[config.mk]
export PLATFORM = sky130hd
export DESIGN_NAME = cfg_pin_loader
export DESIGN_NICKNAME = d
export VERILOG_FILES = /design/src/design/cfg_pins_pkg.sv /design/src/design/cfg_word_buffer.sv /design/src/design/cfg_pin_loader.sv
export SDC_FILE = /design/constraint.sdc
export NUM_CORES = 1
export LEC_CHECK = 0
export BUFFER_PORTS_ARGS = -buffer_cell sky130_fd_sc_hd__buf_2
export CAP_MARGIN = 20
export CORE_MARGIN = 4
export CORE_UTILIZATION = 39
export DETAILED_ROUTE_END_ITERATION = 6
export SYNTH_ARGS = -nofsm -noshare
export SYNTH_HDL_FRONTEND = slang
export SYNTH_SLANG_ARGS = --single-unit
[constraint.sdc]
create_clock -name clk -period 4.2 [get_ports clk]
set_clock_uncertainty 0.05 [all_clocks]
set_input_delay 0 -clock clk [delete_from_list [all_inputs] [get_ports clk]]
set_output_delay 0 -clock clk [all_outputs]
set_load 0.02 [all_outputs]
[src/design/cfg_pins_pkg.sv]
// shared types and constants for the configuration clock and data pins
// assumes one 20 MHz clock; pin levels are resolved outside the design
package cfg_pins_pkg;

    // ------------------------------------------------------------------
    // schemes, states and carriers
    // ------------------------------------------------------------------
    typedef enum logic [1:0] {
        SCHEME_PASSIVE_SERIAL        = 2'h0,
        SCHEME_FAST_PASSIVE_PARALLEL = 2'h1,
        SCHEME_ACTIVE_SERIAL         = 2'h2,
        SCHEME_ACTIVE_PARALLEL       = 2'h3
    } scheme_t;

    typedef enum logic [3:0] {
        ST_IDLE = 4'h1,
        ST_CMD  = 4'h2,
        ST_LOAD = 4'h4,
        ST_DONE = 4'h8
    } load_state_t;

    // one captured unit: a byte in the low half, or a 16-bit word
    typedef struct packed {
        logic [15:0] data;
        logic        wide;
    } cfg_word_t;

    // level and enable of the three pins this block handles
    typedef struct packed {
        logic clk_o;
        logic clk_oe;
        logic d0_o;
        logic d0_oe;
        logic d1_o;
        logic d1_oe;
    } pin_drive_t;

    // ------------------------------------------------------------------
    // timing and framing constants
    // ------------------------------------------------------------------
    localparam int CLK_PERIOD_NS    = 50;
    localparam int ACTIVE_HALF_NS   = 200;   // least half period, own clock
    localparam int ACTIVE_HALF_CYC  =
        (ACTIVE_HALF_NS + CLK_PERIOD_NS - 1) / CLK_PERIOD_NS;
    localparam int CMD_BITS         = 32;
    localparam logic [31:0] READ_HEADER   = 32'h0300_0000;
    localparam int BYTE_BITS        = 8;
    localparam int BYTES_PER_WIDE   = 2;
    localparam int DEFAULT_BYTES    = 1024;
    localparam logic [2:0] BIT_LAST = 3'h7;

endpackage : cfg_pins_pkg

[src/design/cfg_word_buffer.sv]
// small first-in first-out buffer for captured configuration words
// assumes producer and consumer share clk; rst is synchronous, active high
`timescale 1ns/100ps
module cfg_word_buffer #(
    parameter int WIDTH = 17,
    parameter int DEPTH = 2
) (
    input  wire logic             clk,
    input  wire logic             rst,
    input  wire logic             in_valid,
    output logic                  in_ready,
    input  wire logic [WIDTH-1:0] in_data,
    output logic                  out_valid,
    input  wire logic             out_ready,
    output logic      [WIDTH-1:0] out_data
);
    localparam int AW = (DEPTH > 1) ? $clog2(DEPTH) : 1;

    logic [WIDTH-1:0] mem [DEPTH];
    logic [AW-1:0]    wr_ptr;
    logic [AW-1:0]    rd_ptr;
    logic [AW:0]      count;
    logic [AW-1:0]    next_wr_ptr;
    logic [AW-1:0]    next_rd_ptr;
    logic [AW:0]      next_count;
    logic             push;
    logic             pop;

    // ------------------------------------------------------------------
    // handshake and next pointers
    // ------------------------------------------------------------------
    assign in_ready  = (count != (AW+1)'(DEPTH)) ? 1'b1 : 1'b0;
    assign out_valid = (count != '0);
    assign out_data  = mem[rd_ptr];
    assign push      = in_valid && in_ready;
    assign pop       = out_valid && out_ready;

    // pointers wrap at depth so any depth works, not only powers of two
    always_comb begin
        next_wr_ptr = wr_ptr;
        next_rd_ptr = rd_ptr;
        next_count  = count;
        if (push) begin
            next_wr_ptr = (wr_ptr == AW'(DEPTH - 1)) ? '0 : wr_ptr + 1'b1;
        end
        if (pop) begin
            next_rd_ptr = (rd_ptr == AW'(DEPTH - 1)) ? '0 : rd_ptr + 1'b1;
        end
        if (push && !pop) begin
            next_count = count + 1'b1;
        end else if (pop && !push) begin
            next_count = count - 1'b1;
        end
    end

    // register the pointers, write storage on push
    always_ff @(posedge clk) begin
        if (rst) begin
            wr_ptr <= '0;
            rd_ptr <= '0;
            count  <= '0;
        end else begin
            wr_ptr <= next_wr_ptr;
            rd_ptr <= next_rd_ptr;
            count  <= next_count;
        end
        if (push) begin
            mem[wr_ptr] <= in_data;
        end
    end

endmodule : cfg_word_buffer

[src/design/cfg_pin_loader.sv]
// configuration clock and low data pins of the loader, for all four schemes
// assumes pins arrive asynchronous to clk; scheme and user controls are
// static from logic on clk; tri-state wires are resolved outside
`timescale 1ns/100ps
module cfg_pin_loader
    import cfg_pins_pkg::*;
#(
    parameter int CONFIG_BYTES = cfg_pins_pkg::DEFAULT_BYTES
) (
    input  wire logic                    clk,
    input  wire logic                    rst,
    input  wire cfg_pins_pkg::scheme_t   scheme,
    input  wire logic                    ap_word_wide,
    input  wire logic                    user_pin_ctl,
    input  wire cfg_pins_pkg::pin_drive_t user_drive,
    input  wire logic                    clock_pin_in,
    input  wire logic [15:0]             data_pins_in,
    input  wire logic                    chip_enable_n,
    output cfg_pins_pkg::pin_drive_t     pins,
    output logic                         config_complete_flag_o,
    output logic                         config_complete_flag_oe,
    output logic [1:0]                   user_data_in,
    output logic                         word_valid,
    input  wire logic                    word_ready,
    output cfg_pins_pkg::cfg_word_t      word_data,
    output logic                         overflow,
    output logic                         config_done
);
    import cfg_pins_pkg::*;

    localparam int CW = $clog2(CONFIG_BYTES + BYTES_PER_WIDE + 1);
    localparam int HW = $clog2(ACTIVE_HALF_CYC + 1);

    // ------------------------------------------------------------------
    // input synchronisers
    // ------------------------------------------------------------------
    logic        clk_s1, clk_s2, clk_s3;
    logic [15:0] dat_s1, dat_s2;
    logic        ce_s1, ce_s2;

    // first stages feed only the second; edge logic uses s2 and s3
    always_ff @(posedge clk) begin
        clk_s1 <= clock_pin_in;
        clk_s2 <= clk_s1;
        clk_s3 <= clk_s2;
        dat_s1 <= data_pins_in;
        dat_s2 <= dat_s1;
        ce_s1  <= chip_enable_n;
        ce_s2  <= ce_s1;
    end

    // ------------------------------------------------------------------
    // loader state
    // ------------------------------------------------------------------
    load_state_t     state, next_state;
    logic [HW-1:0]   div, next_div;
    logic            gen_clk, next_gen_clk;
    logic [31:0]     cmd_sr, next_cmd_sr;
    logic [5:0]      cmd_cnt, next_cmd_cnt;
    logic [7:0]      byte_sr, next_byte_sr;
    logic [2:0]      bit_cnt, next_bit_cnt;
    logic [CW-1:0]   bytes_seen, next_bytes_seen;
    logic            next_overflow;
    pin_drive_t      next_pins;
    logic            passive, serial, active_mode, busy;
    logic            ext_rise, tick, rise_tick, fall_tick;
    logic            push, push_ready;
    cfg_word_t       push_word;

    assign passive     = (scheme == SCHEME_PASSIVE_SERIAL) ||
                         (scheme == SCHEME_FAST_PASSIVE_PARALLEL);
    assign active_mode = !passive;
    assign serial      = (scheme == SCHEME_PASSIVE_SERIAL) ||
                         (scheme == SCHEME_ACTIVE_SERIAL);
    assign busy        = (state == ST_CMD) || (state == ST_LOAD);
    assign ext_rise    = clk_s2 && !clk_s3;
    // the generated clock halts while the buffer is full: no word lost
    assign tick        = active_mode && busy && (div == '0) &&
                         (push_ready || state == ST_CMD);
    assign rise_tick   = tick && !gen_clk;
    assign fall_tick   = tick && gen_clk;

    // next values of the whole loader
    always_comb begin
        next_state      = state;
        next_div        = (div == '0) ? HW'(ACTIVE_HALF_CYC - 1)
                                      : div - 1'b1;
        next_gen_clk    = gen_clk;
        next_cmd_sr     = cmd_sr;
        next_cmd_cnt    = cmd_cnt;
        next_byte_sr    = byte_sr;
        next_bit_cnt    = bit_cnt;
        next_bytes_seen = bytes_seen;
        next_overflow   = overflow;
        push            = 1'b0;
        push_word       = '0;
        if (tick) begin
            next_gen_clk = !gen_clk;
        end
        case (state)
            ST_IDLE: begin
                next_gen_clk = 1'b0;
                next_cmd_sr  = READ_HEADER;
                next_cmd_cnt = '0;
                if (!ce_s2) begin
                    next_state = (scheme == SCHEME_ACTIVE_SERIAL)
                                 ? ST_CMD : ST_LOAD;
                end
            end
            ST_CMD: begin
                // shift on falling edges, flash samples on rising
                if (fall_tick) begin
                    next_cmd_sr  = {cmd_sr[30:0], 1'b0};
                    next_cmd_cnt = cmd_cnt + 1'b1;
                    if (cmd_cnt == 6'(CMD_BITS - 1)) begin
                        next_state = ST_LOAD;
                    end
                end
            end
            ST_LOAD: begin
                if ((passive && ext_rise) || rise_tick) begin
                    if (serial) begin
                        // least significant bit first on bit 0
                        next_byte_sr = {dat_s2[0], byte_sr[7:1]};
                        next_bit_cnt = bit_cnt + 1'b1;
                        if (bit_cnt == BIT_LAST) begin
                            push           = 1'b1;
                            push_word.data = {8'h00, dat_s2[0],
                                              byte_sr[7:1]};
                        end
                    end else begin
                        push = 1'b1;
                        if (scheme == SCHEME_ACTIVE_PARALLEL &&
                            ap_word_wide) begin
                            push_word.data = dat_s2;
                            push_word.wide = 1'b1;
                        end else begin
                            push_word.data = {8'h00, dat_s2[7:0]};
                        end
                    end
                end
                if (push) begin
                    next_bytes_seen = bytes_seen + (push_word.wide ?
                                      CW'(BYTES_PER_WIDE) : CW'(1));
                    // a passive host cannot be stalled; flag the loss
                    if (!push_ready) begin
                        next_overflow = 1'b1;
                    end
                end
                if (next_bytes_seen >= CW'(CONFIG_BYTES)) begin
                    next_state   = ST_DONE;
                    next_gen_clk = 1'b0;
                end
            end
            ST_DONE: begin
                next_state   = ST_DONE;
                next_gen_clk = 1'b0;
            end
            default: begin
                next_state = ST_IDLE;
            end
        endcase
    end

    // next pin drive, taken from the next state so pins match state
    always_comb begin
        next_pins = '0;
        if (next_state == ST_DONE) begin
            // clock: passive never drives it; active idles low unless user_pin_ctl hands it to user_drive
            if (!passive) begin
                next_pins.clk_oe = 1'b1;
                if (user_pin_ctl) begin
                    next_pins.clk_o  = user_drive.clk_o;
                    next_pins.clk_oe = user_drive.clk_oe;
                end
            end
            // bit 0 stays an input after active serial
            if (scheme != SCHEME_ACTIVE_SERIAL && user_pin_ctl) begin
                next_pins.d0_o  = user_drive.d0_o;
                next_pins.d0_oe = user_drive.d0_oe;
            end
            if (scheme == SCHEME_ACTIVE_SERIAL) begin
                next_pins.d1_o  = user_pin_ctl ? user_drive.d1_o
                                               : 1'b1;
                next_pins.d1_oe = 1'b1;
            end else if (user_pin_ctl) begin
                next_pins.d1_o  = user_drive.d1_o;
                next_pins.d1_oe = user_drive.d1_oe;
            end
        end else if (active_mode && next_state != ST_IDLE) begin
            next_pins.clk_o  = next_gen_clk;
            next_pins.clk_oe = 1'b1;
            if (scheme == SCHEME_ACTIVE_SERIAL) begin
                // idle high once the header is out
                next_pins.d1_o  = (next_state == ST_CMD) ? next_cmd_sr[31]
                                                         : 1'b1;
                next_pins.d1_oe = 1'b1;
            end
        end
        // passive serial keeps bit 1 tri-stated while loading
    end

    // register loader state and pin drive
    always_ff @(posedge clk) begin
        if (rst) begin
            state      <= ST_IDLE;
            div        <= '0;
            gen_clk    <= 1'b0;
            cmd_sr     <= '0;
            cmd_cnt    <= '0;
            byte_sr    <= '0;
            bit_cnt    <= '0;
            bytes_seen <= '0;
            overflow   <= 1'b0;
            pins       <= '0;
        end else begin
            state      <= next_state;
            div        <= next_div;
            gen_clk    <= next_gen_clk;
            cmd_sr     <= next_cmd_sr;
            cmd_cnt    <= next_cmd_cnt;
            byte_sr    <= next_byte_sr;
            bit_cnt    <= next_bit_cnt;
            bytes_seen <= next_bytes_seen;
            overflow   <= next_overflow;
            pins       <= next_pins;
        end
    end

    // ------------------------------------------------------------------
    // outputs and buffer
    // ------------------------------------------------------------------
    // open drain: only ever pulls low, released once loading is done
    assign config_complete_flag_o  = 1'b0;
    assign config_complete_flag_oe = (state != ST_DONE);
    assign config_done             = (state == ST_DONE);
    assign user_data_in            = dat_s2[1:0];

    cfg_word_buffer #(
        .WIDTH ($bits(cfg_word_t)),
        .DEPTH (2)
    ) u_buffer (
        .clk       (clk),
        .rst       (rst),
        .in_valid  (push),
        .in_ready  (push_ready),
        .in_data   (push_word),
        .out_valid (word_valid),
        .out_ready (word_ready),
        .out_data  (word_data)
    );
endmodule : cfg_pin_loader

==> flow_summary.json, run 1 <==
{
  "first_pass_iters": 5,
  "antennaDiodeCount": 0,
  "ios": 61,
  "crit_path_frequent_cell": "ha_1",
  "critPathArrivalTime_ps": 4100,
  "r2r-end": "pins[5]$_SDFF_PP0_",
  "areaGrowthSynthToFinish_pct": 25.5,
  "drc": 0,
  "syn-num-nets": 563,
  "powerDensity_mw_per_mm2": 484,
  "rows": 43,
  "cts_buffers": 17,
  "netlist_area_mm2": 0.00551,
  "yosysTopAreaCellShare": 0.418,
  "crit_family": "simple AND/OR/NAND/NOR gates",
  "start_kind": "register",
  "fp.dieH_um": 127,
  "dp_hpwl_um": 7000,
  "cp.required_ps": 4480,
  "hold_class": "in -> reg",
  "timing.rr.start": "state[1]$_SDFF_PP0_",
  "synthArstFlopShare": 0,
  "cts_root_buf": "clkbuf_16",
  "synth.area.top_cells": "dfxtp_1, edfxtp_1, a21oi_1",
  "post-synth-top-count-cell": "dfxtp_1",
  "ys_types": 52,
  "setup_viol": 0,
  "gp_congestion": 0.789,
  "crit_chain": "nor4b_2 > a21oi_1 > nor3_1 > ha_1 > nand4_1 > ha_1 > fa_1 > and4_1 > nand3_1 > o31ai_4 > nor2_1 > nand2_1 > o31ai_1",
  "grt_usage": 0.145,
  "antenna_found_initial": 0,
  "worst_pin_slew_ps": 855,
  "avgSynthCellArea_um2": 10.6,
  "portBuffers": 59,
  "power_leakage_nw": 2.53,
  "fill_cells": 1252,
  "cpMaxStageDelayCell": "dfxtp_1",
  "setup_ws_ps": 383,
  "routedWlPerCell_um": 13.6,
  "drt_iter0_drc": 191,
  "die_w_um": 127,
  "cp-end-kind": "register",
  "cp-startpoint": "state[1]$_SDFF_PP0_",
  "clk_pin_slew_worst_paths_ps": 60,
  "dp_cells": 738,
  "relSlewSlack": 0.429,
  "grt_first_pass_wirelength_um": 18500,
  "drv_slew": 0,
  "r2r_cells": 13,
  "crit_type": "reg -> reg",
  "fin_nets": 648,
  "period_share": 0.909,
  "dpl_worst_slack_ps": 396,
  "fin_crit_ps": 3820,
  "crit_buf_inv": 0,
  "insertion_delay_ps": 420,
  "synth_commonest_cells": "dfxtp_1, nand2_1, a21oi_1",
  "cap_violations": 0,
  "drive_above_1_share": 0.215,
  "status": "finished, final reports clean",
  "grt_max_degree": 71,
  "worst-path-stages": 13,
  "ctsLongestPathBuffers": 2,
  "rsz0062_at_grt": "false",
  "ff2ff_setup_slack_ps": 380,
  "die_area_mm2": 0.0161,
  "irDropWorstVdd_mv": 0.331,
  "core_mm2": 0.0139,
  "grt_pass1_vias": 3939,
  "seqCellArea_mm2": 0.00332,
  "synth_edf_count": 34,
  "cts_tree": "done",
  "endpoint": "pins[5]$_SDFF_PP0_",
  "crit_fanout": 8,
  "ant_nets": 0,
  "start_util": 0.397,
  "final_cell_count_no_fill": 799,
  "cpPeakStageDelay_ps": 460,
  "routed_via_density": 4.86,
  "synth-seq-cells": 149,
  "synth_top_cell_by_area": "dfxtp_1",
  "yosysWarnings": 0,
  "grt_overflow": 0,
  "hold_viol_final": 0,
  "synthFlopType": "dfxtp_1",
  "synth_seq_area_share": 0.603,
  "post-cts-setup-buffer-count": 0,
  "setup_tns_ps": 0,
  "via_count": 3885,
  "htree_levels": 4,
  "clock_sinks": 149,
  "synthCells": 521,
  "clock.fmax_mhz": 262,
  "drt_wl_total_um": 10900,
  "multi_input_comb_area_mm2": 0.00204
}
power breakdown:
group	total [mW]	leakage, nW	internal (mW)	switching (mW)
registers	1.52	1.22	1.49	0.0237
logic	0.177	0.994	0.0824	0.0948
clock network	1.66	0.316	1.06	0.596
total	3.35	2.53	2.63	0.715
placed cells by master (no fill, tap or decap), types with 3 or more instances in the layout:
master         instances
nand4_1                5
buf_4                  6
a21oi_1               57
o21ai_0                4
dfxtp_1              115
nor3_1                 8
dlygate4sd3_1         28
xor2_1                13
nand2b_1               5
nor3_2                 3
inv_6                  4
nand3_1               34
edfxtp_1              34
nor2_1                51
and2_1                 9
mux2_2                17
xnor2_1                6
ha_1                  10
bufinv_16              5
nand2_1               72
inv_1                  8
buf_2                 59
clkbuf_16             17
and4_1                 4
how the worst min path moves through the flow:
stage	start	end	cells past startpoint
floorplan	chip_enable_n	ce_s1$_DFF_P_	0
global placement	data_pins_in[11]	dat_s1[11]$_DFF_P_	1
detailed placement	data_pins_in[13]	dat_s1[13]$_DFF_P_	1
CTS	ap_word_wide	bytes_seen[0]$_SDFFE_PP0P_	5
global route	ap_word_wide	bytes_seen[0]$_SDFFE_PP0P_	5
finish	ap_word_wide	bytes_seen[0]$_SDFFE_PP0P_	5
metrics by stage:
step	hold slack [ps]	utilization	power [mW]	area, um^2
2_1_floorplan	-22.3	-	1.65	5510
6_report	91.2	0.498	3.35	6910
3_3_place_gp	51.7	0.429	1.69	5950
3_5_place_dp	53.6	0.429	1.70	5950
5_1_grt	122	0.498	3.48	6910
4_1_cts	74.6	0.496	3.38	6890
per-layer routing:
metal | part of all wire | routed length (um) | global-route usage | vias up
li1 | - | - | - | 1968
met1 | 0.45 | 4860 | 0.173 | 1841
met2 | 0.50 | 5450 | 0.241 | 64
met3 | 0.040 | 431 | 0.0531 | 12
met4 | 0.013 | 137 | 0.0498 | 0
met5 | 0 | 0 | 0 | -
worst min-delay path, delay by kind of cell:
kind | cells | cell delay [ps]
compound gates | 1 | 100
buf+inv | 1 | 110
simple gates | 2 | 170
fa+ha+maj | 1 | 140
layout make-up:
type,instances,share of cell area
multi-input combinational,336,0.294
clock buffer,17,0.0615
inverter,8,0.00434
timing repair buffer,94,0.0938
sequential,149,0.481
tap,180,0.0326
clock inverter,15,0.0326
state kept, by name (all words and copies together), names as in the netlist, 6 cells and up, named ones only:
register	flops
bytes_seen	11
cmd_cnt	6
u_buffer.mem	34
dat_s1	16
cmd_sr	31
pins	6
byte_sr	7
dat_s2	16
kinds of logic after synthesis:
| family | synth area share |
|---|---|
| AND/OR/NAND/NOR | 0.188 |
| flip-flops | 0.603 |
| XOR/XNOR | 0.0302 |
| buffers and inverters | 0.0277 |
| AO/OA/AOI/OAI | 0.0852 |
| multiplexers | 0.0384 |
| other | 0.000681 |
| adder cells (fa/ha/maj) | 0.0264 |
timing repair:
item / 4_1_cts / 5_1_grt
resized for setup: 0 / 0
hold buffers: 28 / 0
endpoints found under the hold margin: 26 / 0
setup endpoints to repair: 0 / 0
(Power assumes the default switching activity.)
==> inputs of run 2 (changes only) <==
BUFFER_PORTS_ARGS = default   (was -buffer_cell sky130_fd_sc_hd__buf_2)
DONT_BUFFER_PORTS = 1   (was default)
clock period = 3.3 ns   (was 4.2 ns; I/O delays follow)
==> run 2 against run 1 <==
Effect of this change: clock power is 19% higher; register-to-register slack lost 210 ps; first-iteration DRC count rose by 43%; final area fell by 2.4%; die area unchanged; critical endpoint is now pins[2]$_SDFF_PP0_; utilization down 1.2 points; fmax grew 22%.
==> flow_summary.json, run 2 (synthesis results as in run 1) <==
{
  "period_share": 0.948,
  "worst_hold_path.endpoint": "bytes_seen[1]$_SDFFE_PP0P_",
  "power_leakage_nw": 2.34,
  "setup_ws_ps": 172,
  "crit_type": "reg -> reg",
  "core_mm2": 0.0139,
  "hold_class": "in -> reg",
  "start_util": 0.397,
  "grt_max_degree": 71,
  "critPathArrivalTime_ps": 3430,
  "met2_usage": 0.240,
  "htree_levels": 4,
  "gp_congestion": 0.801,
  "worst_pin_slew_ps": 849,
  "ios": 61,
  "clock_sinks": 149,
  "portBuffers": 0,
  "final_common_cell": "dfxtp_1",
  "grtUsageMet3": 0.0543,
  "irDropWorstVdd_mv": 0.376,
  "hold_viol_final": 0,
  "largest_reg_flops": 34,
  "multi_input_comb_area_mm2": 0.00206,
  "ff2ff_setup_slack_ps": 170,
  "cp.required_ps": 3610,
  "setup_tns_ps": 0,
  "drv_slew": 0,
  "ctsLongestPathBuffers": 2,
  "busiest_layer": "met2",
  "grt_first_pass_wirelength_um": 18300,
  "ant_nets": 0,
  "via_count": 3724,
  "fp.dieH_um": 127,
  "grt_pass1_vias": 3760,
  "rsz0062_at_grt": "false",
  "fill_cells": 1234,
  "first_pass_iters": 4,
  "cap_violations": 0,
  "cts_root_buf": "clkbuf_16",
  "start_kind": "register",
  "drc": 0,
  "fin_nets": 602,
  "met1_usage": 0.165,
  "cp-end-kind": "register",
  "antennaDiodeCount": 0,
  "areaGrowthSynthToFinish_pct": 22.5,
  "clk_pin_slew_worst_paths_ps": 60,
  "fin_crit_ps": 3130,
  "rows": 43,
  "die_w_um": 127,
  "final_cell_mix": "dfxtp_1, nand2_1, a21oi_1",
  "top_register": "u_buffer.mem",
  "routedWlPerCell_um": 14.5,
  "dpl_worst_slack_ps": 26.6,
  "power_mw": 4.10,
  "cts_buffers": 17,
  "status": "finished, final reports clean",
  "r2r_cells": 12,
  "drive_above_1_share": 0.152,
  "grt_usage": 0.144,
  "relSlewSlack": 0.426,
  "r2r-end": "pins[2]$_SDFF_PP0_",
  "largest_registers": "u_buffer.mem x34, cmd_sr x31",
  "routed_via_density": 4.95,
  "seqCellArea_mm2": 0.00333,
  "worstHoldStart": "scheme[0]",
  "cts_tree": "done",
  "setup_viol": 0,
  "crit_fanout": 8,
  "insertion_delay_ps": 420,
  "hold_depth": 3,
  "die_area_mm2": 0.0161,
  "drt_iter0_drc": 273,
  "grt_overflow": 0,
  "clock.fmax_mhz": 320,
  "cp-startpoint": "state[2]$_SDFF_PP0_",
  "powerDensity_mw_per_mm2": 608,
  "drt_wl_total_um": 10900,
  "timing.rr.start": "state[2]$_SDFF_PP0_",
  "dp_hpwl_um": 6820,
  "antenna_found_initial": 0
}
## run 2: layer usage
layer  routed length (um)  vias to the layer above
met4                  161                        0
met3                  516                       19
li1                     -                     1865
met2                 5540                       62
met5                    0                        -
met1                 4720                     1778
## run 2: worst max-delay path by stage
stage,end,slack [ps],cells past startpoint
3_5_place_dp,pins[4]$_SDFF_PP0_,30,13
6_report,pins[2]$_SDFF_PP0_,170,12
3_3_place_gp,pins[5]$_SDFF_PP0_,230,13
4_1_cts,pins[4]$_SDFF_PP0_,20,13
5_1_grt,pins[5]$_SDFF_PP0_,6,13
2_1_floorplan,pins[5]$_SDFF_PP0_,0.9,14
## run 2: critical path, cell delays in order, from the launching register on
cell     delay [ps]
dfxtp_2         420
nor4b_4         250
a21oi_1         110
nor3_2          160
ha_2            210
nand4_1         120
ha_2            230
fa_2            360
and4_1          250
a311o_1         400
o31ai_4          90
o21ba_4         210
and4_1          210
## run 2: repair_timing
item	4_1_cts	5_1_grt
resized for setup	0	6
endpoints found under the hold margin	114	0
buffers inserted	0	1
endpoints found under the setup margin	0	9
hold buffers	38	0
## run 2: where the power goes
| part | switching [mW] | internal [mW] | total, mW |
|---|---|---|---|
| Clock | 0.735 | 1.24 | 1.98 |
| Sequential | 0.0346 | 1.90 | 1.93 |
| Combinational | 0.108 | 0.0811 | 0.189 |
| Total | 0.878 | 3.22 | 4.10 |
## run 2: layout make-up
type | count | area share
repair buffers | 48 | 0.0701
inverters | 8 | 0.00445
clock inverters | 10 | 0.0174
clock buffers | 22 | 0.0751
flip-flops and latches | 149 | 0.493
multi-input cells | 336 | 0.306
well taps | 180 | 0.0334
## run 2: through the flow
step,util,instance area [um^2],hold slack [ps],std cells
2_1_floorplan,-,5530,-22.3,521
3_3_place_gp,0.410,5700,-22.2,682
3_5_place_dp,0.410,5700,-22.2,682
4_1_cts,0.484,6720,6.07,752
5_1_grt,0.486,6750,19.3,753
6_report,0.486,6750,11.2,753
